File: src/include/uc_pkg.sv
// uc_pkg: shared constants and types of the serial controller
// How it works
// - clock_out: oscillator or baud clock per bit 7
// - baud clock is sixteen ticks per bit
// - divisor zero divides the input by one
// - idle transmitter starts on fifth tick after write
// - idle transmitter: holding empty on fourth tick
// - chained character starts after sixteenth stop tick
// - chained: holding empty after fifteenth stop tick
// - clear-to-send high holds; fourth/fifth ticks after low
// - status bit 6 follows holding empty
// - eleventh stop tick sets transmit complete, irq
// - eleventh stop tick updates receive error flags
// - eleventh stop tick sets data ready
// - modem line change sets flag, gated irq
// - rts and dtr change as write ends
package uc_pkg;
	localparam int DATA_W = 8;
	localparam int ADDR_W = 2;
	localparam int DIV_W = 7;
	localparam int FRAME_W = 11;
	localparam int FIFO_DEPTH = 8;
	// pin bundle: data, addr, rd_n, wr_n, cts_n, dsr_n, serial_in
	localparam int PIN_W = DATA_W + ADDR_W + 5;
	localparam logic [PIN_W-1:0] PIN_RST = 15'h001F;
	// register addresses
	localparam logic [ADDR_W-1:0] A_DATA = 2'h0;
	localparam logic [ADDR_W-1:0] A_BAUD = 2'h1;
	localparam logic [ADDR_W-1:0] A_CTRL = 2'h2;
	localparam logic [ADDR_W-1:0] A_STAT = 2'h3;
	localparam logic [DATA_W-1:0] BAUD_RST = 8'h00;
	localparam logic [DATA_W-1:0] CTRL_RST = 8'h00;
	localparam int BAUD_CLK_SEL = 7;
	// control bits
	localparam int CT_IRQ_EN = 0;
	localparam int CT_MODEM_EN = 1;
	localparam int CT_RTS = 2;
	localparam int CT_DTR = 3;
	localparam int CT_PAR_EN = 4;
	// line_status bits
	localparam int ST_DR = 7;
	localparam int ST_THE = 6;
	localparam int ST_TXC = 5;
	localparam int ST_MODEM = 4;
	localparam int ST_OVR = 3;
	localparam int ST_FRM = 2;
	localparam int ST_PAR = 1;
	localparam int ST_BRK = 0;
	// tick positions, counted from zero
	localparam logic [2:0] ARM_THE_IDX = 3'h3;
	localparam logic [2:0] ARM_START_IDX = 3'h4;
	localparam logic [3:0] STOP_TXC = 4'hA;
	localparam logic [3:0] STOP_CHAIN = 4'hB;
	localparam logic [3:0] STOP_THE = 4'hE;
	localparam logic [3:0] STOP_LAST = 4'hF;
	localparam logic [3:0] RX_MID = 4'h7;
	localparam logic [3:0] RX_DONE = 4'hA;
	localparam logic [3:0] BITS_PLAIN = 4'hA;
	localparam logic [3:0] BITS_PAR = 4'hB;
	typedef enum logic [1:0] {TX_IDLE = 2'b00, TX_ARM = 2'b01, TX_SEND = 2'b10} uc_tx_st_t;
	typedef enum logic {RX_IDLE = 1'b0, RX_RUN = 1'b1} uc_rx_st_t;
endpackage : uc_pkg

File: src/uc_fifo.sv
// uc_fifo: flop-based fifo for received characters
module uc_fifo #(
	parameter int WIDTH = 8,
	parameter int DEPTH = 8
) (
	// clock and reset
	input  wire logic             clk,
	input  wire logic             sys_rst,
	// fill side
	input  wire logic             in_valid,
	output logic                  in_ready,
	input  wire logic [WIDTH-1:0] in_data,
	// drain side
	output logic                  out_valid,
	input  wire logic             out_ready,
	output logic      [WIDTH-1:0] out_data
);
	localparam int AW = $clog2(DEPTH);
	logic [WIDTH-1:0] mem_reg [DEPTH];
	logic [AW-1:0]    wp_reg;
	logic [AW-1:0]    rp_reg;
	logic [AW:0]      cnt_reg;
	logic             push;
	logic             pop;
	assign in_ready = cnt_reg != (AW+1)'(DEPTH);
	assign out_valid = cnt_reg != '0;
	assign out_data = mem_reg[rp_reg];
	assign push = in_valid & in_ready;
	assign pop = out_valid & out_ready;
	always_ff @(posedge clk) begin
		if (push) begin
			mem_reg[wp_reg] <= in_data;
		end
	end
	always_ff @(posedge clk) begin
		if (sys_rst) begin
			wp_reg <= '0;
			rp_reg <= '0;
			cnt_reg <= '0;
		end else begin
			if (push) begin
				wp_reg <= (wp_reg == AW'(DEPTH - 1)) ? '0 : wp_reg + 1'h1;
			end
			if (pop) begin
				rp_reg <= (rp_reg == AW'(DEPTH - 1)) ? '0 : rp_reg + 1'h1;
			end
			cnt_reg <= cnt_reg + (AW+1)'(push) - (AW+1)'(pop);
		end
	end
endmodule : uc_fifo

File: src/uc_top.sv
// uc_top: serial controller with baud generator, bus port and modem lines
module uc_top (
	// clock and reset
	input  wire logic                      clk,
	input  wire logic                      sys_rst,
	// processor bus
	input  wire logic [uc_pkg::ADDR_W-1:0] addr,
	input  wire logic                      rd_n,
	input  wire logic                      wr_n,
	input  wire logic [uc_pkg::DATA_W-1:0] data_in,
	output logic      [uc_pkg::DATA_W-1:0] data_out,
	output logic                           data_oe,
	output logic                           irq_out,
	// serial line and modem
	input  wire logic                      serial_in,
	output logic                           serial_out,
	input  wire logic                      cts_n,
	input  wire logic                      dsr_n,
	output logic                           rts_n,
	output logic                           dtr_n,
	// clock output
	output logic                           clock_out
);
	localparam int DW = uc_pkg::DATA_W;

	// pin synchronisers
	logic [uc_pkg::PIN_W-1:0]  pin_s1_reg;
	logic [uc_pkg::PIN_W-1:0]  pin_s2_reg;
	logic [DW-1:0]             s_din;
	logic [uc_pkg::ADDR_W-1:0] s_addr;
	logic                      s_rd_n;
	logic                      s_wr_n;
	logic                      s_cts_n;
	logic                      s_dsr_n;
	logic                      s_rxd;
	always_ff @(posedge clk) begin
		if (sys_rst) begin
			pin_s1_reg <= uc_pkg::PIN_RST;
			pin_s2_reg <= uc_pkg::PIN_RST;
		end else begin
			pin_s1_reg <= {data_in, addr, rd_n, wr_n, cts_n, dsr_n, serial_in};
			pin_s2_reg <= pin_s1_reg;
		end
	end
	assign {s_din, s_addr, s_rd_n, s_wr_n, s_cts_n, s_dsr_n, s_rxd} = pin_s2_reg;

	// strobe and modem edges
	logic rd_q_reg;
	logic wr_q_reg;
	logic cts_q_reg;
	logic dsr_q_reg;
	logic rd_fall;
	logic wr_fall;
	logic wr_rise;
	logic modem_ev;
	always_ff @(posedge clk) begin
		if (sys_rst) begin
			rd_q_reg <= 1'h1;
			wr_q_reg <= 1'h1;
			cts_q_reg <= 1'h1;
			dsr_q_reg <= 1'h1;
		end else begin
			rd_q_reg <= s_rd_n;
			wr_q_reg <= s_wr_n;
			cts_q_reg <= s_cts_n;
			dsr_q_reg <= s_dsr_n;
		end
	end
	assign rd_fall = rd_q_reg & ~s_rd_n;
	assign wr_fall = wr_q_reg & ~s_wr_n;
	assign wr_rise = ~wr_q_reg & s_wr_n;
	assign modem_ev = (s_cts_n ^ cts_q_reg) | (s_dsr_n ^ dsr_q_reg);

	// write capture; data is taken while the strobe is low, committed as it rises
	logic [DW-1:0]             wd_reg;
	logic [uc_pkg::ADDR_W-1:0] wa_reg;
	always_ff @(posedge clk) begin
		if (sys_rst) begin
			wd_reg <= '0;
			wa_reg <= '0;
		end else if (!s_wr_n) begin
			wd_reg <= s_din;
			wa_reg <= s_addr;
		end
	end

	// configuration registers
	logic [DW-1:0] baud_select_reg;
	logic [DW-1:0] ctrl_reg;
	logic          rts_n_reg;
	logic          dtr_n_reg;
	logic          par_en;
	logic          irq_en;
	logic          modem_irq_enable;
	always_ff @(posedge clk) begin
		if (sys_rst) begin
			baud_select_reg <= uc_pkg::BAUD_RST;
			ctrl_reg <= uc_pkg::CTRL_RST;
		end else if (wr_rise) begin
			if (wa_reg == uc_pkg::A_BAUD) begin
				baud_select_reg <= wd_reg;
			end
			if (wa_reg == uc_pkg::A_CTRL) begin
				ctrl_reg <= wd_reg;
			end
		end
	end
	always_ff @(posedge clk) begin
		if (sys_rst) begin
			rts_n_reg <= 1'h1;
			dtr_n_reg <= 1'h1;
		end else if (wr_rise && wa_reg == uc_pkg::A_CTRL) begin
			rts_n_reg <= ~wd_reg[uc_pkg::CT_RTS];
			dtr_n_reg <= ~wd_reg[uc_pkg::CT_DTR];
		end
	end
	assign par_en = ctrl_reg[uc_pkg::CT_PAR_EN];
	assign irq_en = ctrl_reg[uc_pkg::CT_IRQ_EN];
	assign modem_irq_enable = ctrl_reg[uc_pkg::CT_MODEM_EN];

	// baud generator: one tick per falling edge of the 16x clock
	logic [uc_pkg::DIV_W-1:0] div_cnt_reg;
	logic                     tick;
	logic                     clock_out_reg;
	// compare by >= so a smaller divisor written mid-count takes effect at once
	assign tick = div_cnt_reg >= baud_select_reg[uc_pkg::DIV_W-1:0];
	always_ff @(posedge clk) begin
		if (sys_rst) begin
			div_cnt_reg <= '0;
		end else begin
			div_cnt_reg <= tick ? '0 : div_cnt_reg + 1'h1;
		end
	end
	// with bit 7 set, divide by one leaves clock_out low: a flop cannot show clk itself
	always_ff @(posedge clk) begin
		if (sys_rst) begin
			clock_out_reg <= 1'h0;
		end else if (baud_select_reg[uc_pkg::BAUD_CLK_SEL]) begin
			clock_out_reg <= ~tick;
		end else begin
			clock_out_reg <= ~clock_out_reg;
		end
	end

	// transmitter
	function automatic logic [uc_pkg::FRAME_W-1:0] frame(input logic [DW-1:0] d, input logic p);
		frame = p ? {1'h1, ^d, d, 1'h0} : {2'h3, d, 1'h0};
	endfunction : frame
	uc_pkg::uc_tx_st_t          tx_st_reg;
	logic [2:0]                 arm_cnt_reg;
	logic [3:0]                 tx_bit_reg;
	logic [3:0]                 tx_sub_reg;
	logic [uc_pkg::FRAME_W-1:0] tx_shift_reg;
	logic [DW-1:0]              tx_holding_reg;
	logic                       tx_holding_empty_reg;
	logic                       chain_reg;
	logic                       serial_out_reg;
	logic [3:0]                 last_idx;
	logic                       tx_gate;
	logic                       arm_the;
	logic                       arm_start;
	logic                       tx_last;
	logic                       stop_txc;
	logic                       stop_chain;
	logic                       stop_the;
	logic                       stop_end;
	logic                       tx_load;
	assign last_idx = (par_en ? uc_pkg::BITS_PAR : uc_pkg::BITS_PLAIN) - 4'h1;
	// clear-to-send high or a write still in progress restarts the count, until the fourth tick
	assign tx_gate = (~s_cts_n & s_wr_n) | (arm_cnt_reg > uc_pkg::ARM_THE_IDX);
	assign arm_the = tx_st_reg == uc_pkg::TX_ARM && tick && tx_gate
		&& arm_cnt_reg == uc_pkg::ARM_THE_IDX;
	assign arm_start = tx_st_reg == uc_pkg::TX_ARM && tick && tx_gate
		&& arm_cnt_reg == uc_pkg::ARM_START_IDX;
	assign tx_last = tx_st_reg == uc_pkg::TX_SEND && tx_bit_reg == last_idx;
	assign stop_txc = tx_last && tick && tx_sub_reg == uc_pkg::STOP_TXC;
	assign stop_chain = tx_last && tick && tx_sub_reg == uc_pkg::STOP_CHAIN;
	assign stop_the = tx_last && tick && tx_sub_reg == uc_pkg::STOP_THE && chain_reg;
	assign stop_end = tx_last && tick && tx_sub_reg == uc_pkg::STOP_LAST;
	assign tx_load = arm_the | stop_the;
	always_ff @(posedge clk) begin
		if (sys_rst) begin
			tx_st_reg <= uc_pkg::TX_IDLE;
			arm_cnt_reg <= '0;
			tx_bit_reg <= '0;
			tx_sub_reg <= '0;
			chain_reg <= 1'h0;
			serial_out_reg <= 1'h1;
		end else begin
			unique case (tx_st_reg)
				uc_pkg::TX_IDLE: begin
					arm_cnt_reg <= '0;
					if (!tx_holding_empty_reg) begin
						tx_st_reg <= uc_pkg::TX_ARM;
					end
				end
				uc_pkg::TX_ARM: begin
					if (!tx_gate) begin
						arm_cnt_reg <= '0;
					end else if (tick) begin
						arm_cnt_reg <= arm_cnt_reg + 3'h1;
					end
					if (arm_start) begin
						tx_st_reg <= uc_pkg::TX_SEND;
						serial_out_reg <= 1'h0;
						tx_bit_reg <= '0;
						tx_sub_reg <= '0;
					end
				end
				uc_pkg::TX_SEND: if (tick) begin
					tx_sub_reg <= tx_sub_reg + 4'h1;
					if (stop_chain) begin
						chain_reg <= ~tx_holding_empty_reg & ~s_cts_n & s_wr_n;
					end
					if (stop_end) begin
						tx_bit_reg <= '0;
						if (chain_reg) begin
							serial_out_reg <= 1'h0;
						end else begin
							tx_st_reg <= uc_pkg::TX_IDLE;
						end
					end else if (tx_sub_reg == uc_pkg::STOP_LAST) begin
						tx_bit_reg <= tx_bit_reg + 4'h1;
						serial_out_reg <= tx_shift_reg[tx_bit_reg + 4'h1];
					end
				end
				default: tx_st_reg <= uc_pkg::TX_IDLE;
			endcase
		end
	end
	always_ff @(posedge clk) begin
		if (sys_rst) begin
			tx_shift_reg <= '1;
		end else if (tx_load) begin
			tx_shift_reg <= frame(tx_holding_reg, par_en);
		end
	end
	always_ff @(posedge clk) begin
		if (sys_rst) begin
			tx_holding_reg <= '0;
		end else if (wr_rise && wa_reg == uc_pkg::A_DATA) begin
			tx_holding_reg <= wd_reg;
		end
	end
	// a new write wins over a transfer in the same cycle, else data is lost
	always_ff @(posedge clk) begin
		if (sys_rst) begin
			tx_holding_empty_reg <= 1'h1;
		end else if (wr_fall && s_addr == uc_pkg::A_DATA) begin
			tx_holding_empty_reg <= 1'h0;
		end else if (tx_load) begin
			tx_holding_empty_reg <= 1'h1;
		end
	end

	// receiver
	uc_pkg::uc_rx_st_t          rx_st_reg;
	logic [uc_pkg::FRAME_W-1:0] rx_bits_reg;
	logic [3:0]                 rx_bit_reg;
	logic [3:0]                 rx_sub_reg;
	logic                       rx_done;
	logic                       rx_ovr;
	logic                       rx_frm;
	logic                       rx_par;
	logic                       rx_brk;
	logic                       rx_err;
	logic                       fifo_in_ready;
	logic                       rx_data_ready;
	logic                       rx_pop;
	logic [DW-1:0]              rx_buffer_word;
	assign rx_done = rx_st_reg == uc_pkg::RX_RUN && tick && rx_bit_reg == last_idx
		&& rx_sub_reg == uc_pkg::RX_DONE;
	assign rx_frm = ~rx_bits_reg[last_idx];
	assign rx_par = par_en & ^rx_bits_reg[uc_pkg::FRAME_W-2:1];
	assign rx_brk = ~|rx_bits_reg;
	assign rx_ovr = ~fifo_in_ready;
	assign rx_err = rx_ovr | rx_frm | rx_par | rx_brk;
	always_ff @(posedge clk) begin
		if (sys_rst) begin
			rx_st_reg <= uc_pkg::RX_IDLE;
			rx_bits_reg <= '0;
			rx_bit_reg <= '0;
			rx_sub_reg <= '0;
		end else begin
			unique case (rx_st_reg)
				uc_pkg::RX_IDLE: if (tick && !s_rxd) begin
					rx_st_reg <= uc_pkg::RX_RUN;
					rx_bits_reg <= '0;
					rx_bit_reg <= '0;
					rx_sub_reg <= '0;
				end
				uc_pkg::RX_RUN: if (tick) begin
					rx_sub_reg <= rx_sub_reg + 4'h1;
					if (rx_sub_reg == uc_pkg::RX_MID) begin
						rx_bits_reg[rx_bit_reg] <= s_rxd;
						// a start bit gone high by mid-bit was a glitch
						if (rx_bit_reg == '0 && s_rxd) begin
							rx_st_reg <= uc_pkg::RX_IDLE;
						end
					end
					// leaving early lets the next start edge be caught
					if (rx_done) begin
						rx_st_reg <= uc_pkg::RX_IDLE;
					end else if (rx_sub_reg == uc_pkg::STOP_LAST) begin
						rx_bit_reg <= rx_bit_reg + 4'h1;
					end
				end
			endcase
		end
	end
	assign rx_pop = rd_fall && s_addr == uc_pkg::A_DATA;
	uc_fifo #(
		.WIDTH(DW),
		.DEPTH(uc_pkg::FIFO_DEPTH)
	) u_rx_fifo (
		.clk      (clk),
		.sys_rst  (sys_rst),
		.in_valid (rx_done),
		.in_ready (fifo_in_ready),
		.in_data  (rx_bits_reg[DW:1]),
		.out_valid(rx_data_ready),
		.out_ready(rx_pop),
		.out_data (rx_buffer_word)
	);

	// status flags; a set wins over the clearing status read
	logic tx_complete_reg;
	logic modem_change_reg;
	logic overrun_reg;
	logic framing_err_reg;
	logic parity_err_reg;
	logic rx_break_reg;
	logic stat_rd;
	assign stat_rd = rd_fall && s_addr == uc_pkg::A_STAT;
	always_ff @(posedge clk) begin
		if (sys_rst) begin
			tx_complete_reg <= 1'h0;
			modem_change_reg <= 1'h0;
			overrun_reg <= 1'h0;
			framing_err_reg <= 1'h0;
			parity_err_reg <= 1'h0;
			rx_break_reg <= 1'h0;
		end else begin
			if (stop_txc && tx_holding_empty_reg) begin
				tx_complete_reg <= 1'h1;
			end else if (stat_rd) begin
				tx_complete_reg <= 1'h0;
			end
			if (modem_ev) begin
				modem_change_reg <= 1'h1;
			end else if (stat_rd) begin
				modem_change_reg <= 1'h0;
			end
			if (rx_done && rx_ovr) begin
				overrun_reg <= 1'h1;
			end else if (stat_rd) begin
				overrun_reg <= 1'h0;
			end
			if (rx_done && rx_frm) begin
				framing_err_reg <= 1'h1;
			end else if (stat_rd) begin
				framing_err_reg <= 1'h0;
			end
			if (rx_done && rx_par) begin
				parity_err_reg <= 1'h1;
			end else if (stat_rd) begin
				parity_err_reg <= 1'h0;
			end
			if (rx_done && rx_brk) begin
				rx_break_reg <= 1'h1;
			end else if (stat_rd) begin
				rx_break_reg <= 1'h0;
			end
		end
	end
	logic [DW-1:0] line_status;
	always_comb begin
		line_status = '0;
		line_status[uc_pkg::ST_DR] = rx_data_ready;
		line_status[uc_pkg::ST_THE] = tx_holding_empty_reg;
		line_status[uc_pkg::ST_TXC] = tx_complete_reg;
		line_status[uc_pkg::ST_MODEM] = modem_change_reg;
		line_status[uc_pkg::ST_OVR] = overrun_reg;
		line_status[uc_pkg::ST_FRM] = framing_err_reg;
		line_status[uc_pkg::ST_PAR] = parity_err_reg;
		line_status[uc_pkg::ST_BRK] = rx_break_reg;
	end

	// interrupt: set wins over the clearing read
	logic irq_out_reg;
	logic irq_set;
	assign irq_set = (irq_en & ((stop_txc & tx_holding_empty_reg) | (rx_done & rx_err)))
		| (irq_en & modem_irq_enable & modem_ev);
	always_ff @(posedge clk) begin
		if (sys_rst) begin
			irq_out_reg <= 1'h0;
		end else if (irq_set) begin
			irq_out_reg <= 1'h1;
		end else if (rd_fall) begin
			irq_out_reg <= 1'h0;
		end
	end

	// read port
	logic [DW-1:0] data_out_reg;
	logic          data_oe_reg;
	always_ff @(posedge clk) begin
		if (sys_rst) begin
			data_out_reg <= '0;
			data_oe_reg <= 1'h0;
		end else begin
			data_oe_reg <= ~s_rd_n;
			if (rd_fall) begin
				unique case (s_addr)
					uc_pkg::A_DATA: data_out_reg <= rx_buffer_word;
					uc_pkg::A_BAUD: data_out_reg <= baud_select_reg;
					uc_pkg::A_CTRL: data_out_reg <= ctrl_reg;
					uc_pkg::A_STAT: data_out_reg <= line_status;
				endcase
			end
		end
	end

	assign data_out = data_out_reg;
	assign data_oe = data_oe_reg;
	assign irq_out = irq_out_reg;
	assign serial_out = serial_out_reg;
	assign rts_n = rts_n_reg;
	assign dtr_n = dtr_n_reg;
	assign clock_out = clock_out_reg;
endmodule : uc_top

File: config.mk
export PLATFORM = sky130hd
export DESIGN_NAME = uc_top
export DESIGN_NICKNAME = d
export VERILOG_FILES = /design/src/include/uc_pkg.sv /design/src/uc_fifo.sv /design/src/uc_top.sv
export SDC_FILE = /design/constraint.sdc
export NUM_CORES = 1
export LEC_CHECK = 0
export BUFFER_PORTS_ARGS = -buffer_cell sky130_fd_sc_hd__buf_4
export CAP_MARGIN = 25
export CORE_ASPECT_RATIO = 0.7
export CORE_MARGIN = 2
export CORE_UTILIZATION = 50
export CTS_CLUSTER_SIZE = 24
export DETAILED_ROUTE_END_ITERATION = 7
export PLACE_DENSITY = 0.66
export REMOVE_ABC_BUFFERS = 1
export SLEW_MARGIN = 20
export SYNTH_ARGS = -nofsm -noshare
export SYNTH_HDL_FRONTEND = slang
export SYNTH_SLANG_ARGS = --single-unit
File: constraint.sdc
create_clock -name clk -period 3.7 [get_ports clk]
set_clock_uncertainty 0.05 [all_clocks]
set_input_delay 0.74 -clock clk [delete_from_list [all_inputs] [get_ports clk]]
set_output_delay 0.74 -clock clk [all_outputs]
set_load 0.005 [all_outputs]
==> impl_metrics.env <==
export IMPL_finalMaxSlewViolations=0
export IMPL_clk_latency_ps=500
export IMPL_syn_avg_cell_area_um2=10.7
export IMPL_finalSetupViolations=0
export IMPL_drcViolationCount=0
export IMPL_drt_first_iter_violations=407
export IMPL_hold_violations=0
export IMPL_cts_setup_buffers=0
export IMPL_max_freq_mhz=337
export IMPL_largest_register_ffs=64
export IMPL_min_from="pin_s1_reg[4]"
export IMPL_worstHoldEndpoint="pin_s2_reg[4]"
export IMPL_grt_pass1_wl_mm=30.5
export IMPL_cts_buffer_depth=3
export IMPL_ioPinCount=31
export IMPL_r2r_cells=9
export IMPL_synthMuxAreaShare=0.0866
export IMPL_grt_pass1_vias=5799
export IMPL_layout_commonest_cell="dfxtp_1"
export IMPL_worstPathArrival_ps=3040
export IMPL_maxCapViolCount=0
export IMPL_synth_cell_area_um2=9210
export IMPL_design_area_um2=10500
export IMPL_placedInstanceArea_um2=9700
export IMPL_synth_compound_area_frac=0.105
export IMPL_synth_xor_area_share=0.0266
export IMPL_rows=41
export IMPL_port_buffers=30
export IMPL_numCtsBuffers=21
export IMPL_status="finished clean"
export IMPL_tritoncts="built"
export IMPL_holdCritPathClass="flip-flop to flip-flop"
export IMPL_fillers=1564
export IMPL_cp_max_fo=9
export IMPL_cellLeakagePower_uw=0.00390
export IMPL_reg2reg_to="u_rx_fifo.mem_reg[7][0]"
export IMPL_cts_root_buf="clkbuf_16"
export IMPL_clkTransAtPathRegs_ps=60
export IMPL_wire_per_inst_um=16.1
export IMPL_synth_adder_area_share=0.0483
export IMPL_timing_rr_start="baud_select_reg[5]"
export IMPL_rsz0062_at_grt="false"
export IMPL_fin_nets=944
export IMPL_fp_dieW_um=166
export IMPL_ant_nets=0
export IMPL_grt_max_degree=64
export IMPL_worstPathRequired_ps=3770
export IMPL_post_route_min_period_ps=2970
export IMPL_synth_edf_count=64
export IMPL_whs_ps=357
export IMPL_critPathKind="flip-flop to flip-flop"
export IMPL_core_um2=18100
export IMPL_min_period_over_period=0.802
export IMPL_area_growth_pct=13.8
export IMPL_h_tree_depth=1
export IMPL_slew_headroom=0.352
export IMPL_power_density_nw_per_um2=495
export IMPL_synth_flop_cell="dfxtp_1"
export IMPL_synthSimpleGateAreaFrac=0.159
export IMPL_critPathLaunchType="flip-flop"
export IMPL_end_kind="flip-flop"
export IMPL_die_height_um=118
export IMPL_synth_seq_cells=217
export IMPL_cts_resized=0
export IMPL_syn_instance_count=864
export IMPL_avgViaCountPerCell=5.34
export IMPL_async_flop_share=0
export IMPL_gr_total_overflow=0
export IMPL_fin_tns_setup_ps=0
export IMPL_totalWireLength_mm=18.4
export IMPL_postCtsHoldBufs=0
export IMPL_drive_above_1_share=0.142
export IMPL_seq_area_frac_synth=0.541
export IMPL_first_pass_iters=4
export IMPL_grt_usage=0.190
export IMPL_synth_top_family_by_area="simple AND/OR/NAND/NOR gates"
export IMPL_ir_drop_mv=0.299
export IMPL_regToRegSetupSlack_ps=730
export IMPL_hpwl_mm=12.6
export IMPL_synth_warnings=0
export IMPL_start_util=0.510
export IMPL_vias=6099
export IMPL_tightest_slew_ps=959
export IMPL_gp_congestion=0.809
export IMPL_final_cell_mix="dfxtp_1 (153), nand2_1 (98), nor2_1 (79)"
export IMPL_fin_ws_ps=731
export IMPL_synth_cell_types=60
export IMPL_min_path_cells=1
export IMPL_cts_sinks=217
export IMPL_antenna_found_initial=0
export IMPL_die_area_um2=19500
export IMPL_dp_slack_ps=753
export IMPL_num_antenna_cells=0
## per-layer routing
layer / routed length [µm] / part of all wire / up-vias / GRT usage
li1: - / - / 3105 / -
met1: 9310 / 0.51 / 2862 / 0.290
met2: 7980 / 0.43 / 106 / 0.287
met3: 767 / 0.042 / 26 / 0.0306
met4: 354 / 0.019 / 0 / 0.0426
met5: 0 / 0 / - / 0
## cells by family (layout without fill, tap and decap cells)
kind of cell	after synthesis	count (layout)
AOI/OAI and AO/OA	150	150
muxes	52	52
xor gates and xnor gates	28	28
and+or+nand+nor	307	307
buffers and inverters	75	118
adders and majority gates	35	35
DFF	217	217
## final cells by class
type,instances,area [µm²],area share
tap,236,295,0.0282
clock inverter,8,144,0.0137
multi-input combinational,572,3930,0.375
timing repair buffer,49,368,0.0351
inverter,31,116,0.0111
clock buffer,30,641,0.0611
sequential,217,4980,0.476
## worst max-delay path: stages (launching register included)
cell and delay [ps]:
dfxtp_1 340, inv_1 50, ha_1 320, a21oi_1 70, o21ai_1 310, a21oi_4 60
or3_1 500, inv_1 180, nand2_1 130, nor2_1 560
## cell usage after synthesis, types with 7 or more instances
library cell	number	area share
mux4_2	15	0.037
nor2_1	79	0.032
nand3_1	14	0.0076
xnor2_1	19	0.018
and3_1	8	0.0054
a211o_1	14	0.013
dfxtp_1	153	0.33
nand2b_1	7	0.0048
a21oi_1	66	0.036
nor2b_1	33	0.022
o21ai_0	17	0.0092
or2_2	14	0.0095
xor2_1	9	0.0086
mux2_2	7	0.0086
mux2i_1	25	0.027
edfxtp_1	64	0.21
inv_1	31	0.013
ha_1	34	0.046
clkbuf_1	32	0.013
nor3_1	22	0.012
nand2_1	98	0.040
buf_2	7	0.0038
## metrics by stage
stage	utilization	power (µW)	std cells
after floorplan	-	2750	820
after global placement	0.537	2870	1105
after detailed placement	0.537	2870	1105
after CTS	0.581	5240	1143
after global routing	0.581	5390	1143
final	0.581	5190	1143
## how the worst max path moves through the flow
stage,from,endpoint,slack [ps],cells after the start
4_1_cts,baud_select_reg[5],u_rx_fifo.mem_reg[7][0],730,9
6_report,baud_select_reg[5],u_rx_fifo.mem_reg[7][0],730,9
3_5_place_dp,baud_select_reg[5],u_rx_fifo.mem_reg[7][3],750,9
5_1_grt,baud_select_reg[5],u_rx_fifo.mem_reg[7][0],500,9
3_3_place_gp,baud_select_reg[5],u_rx_fifo.mem_reg[7][0],860,9
2_1_floorplan,baud_select_reg[5],u_rx_fifo.mem_reg[4][0],650,7
## report_power, final
group / switching [µW] / leakage [µW] / internal, µW
combinational: 180 / 0.00167 / 136
sequential: 29.7 / 0.00184 / 2480
clock: 887 / 0.000389 / 1490
Power figures use the tool's default switching activity.
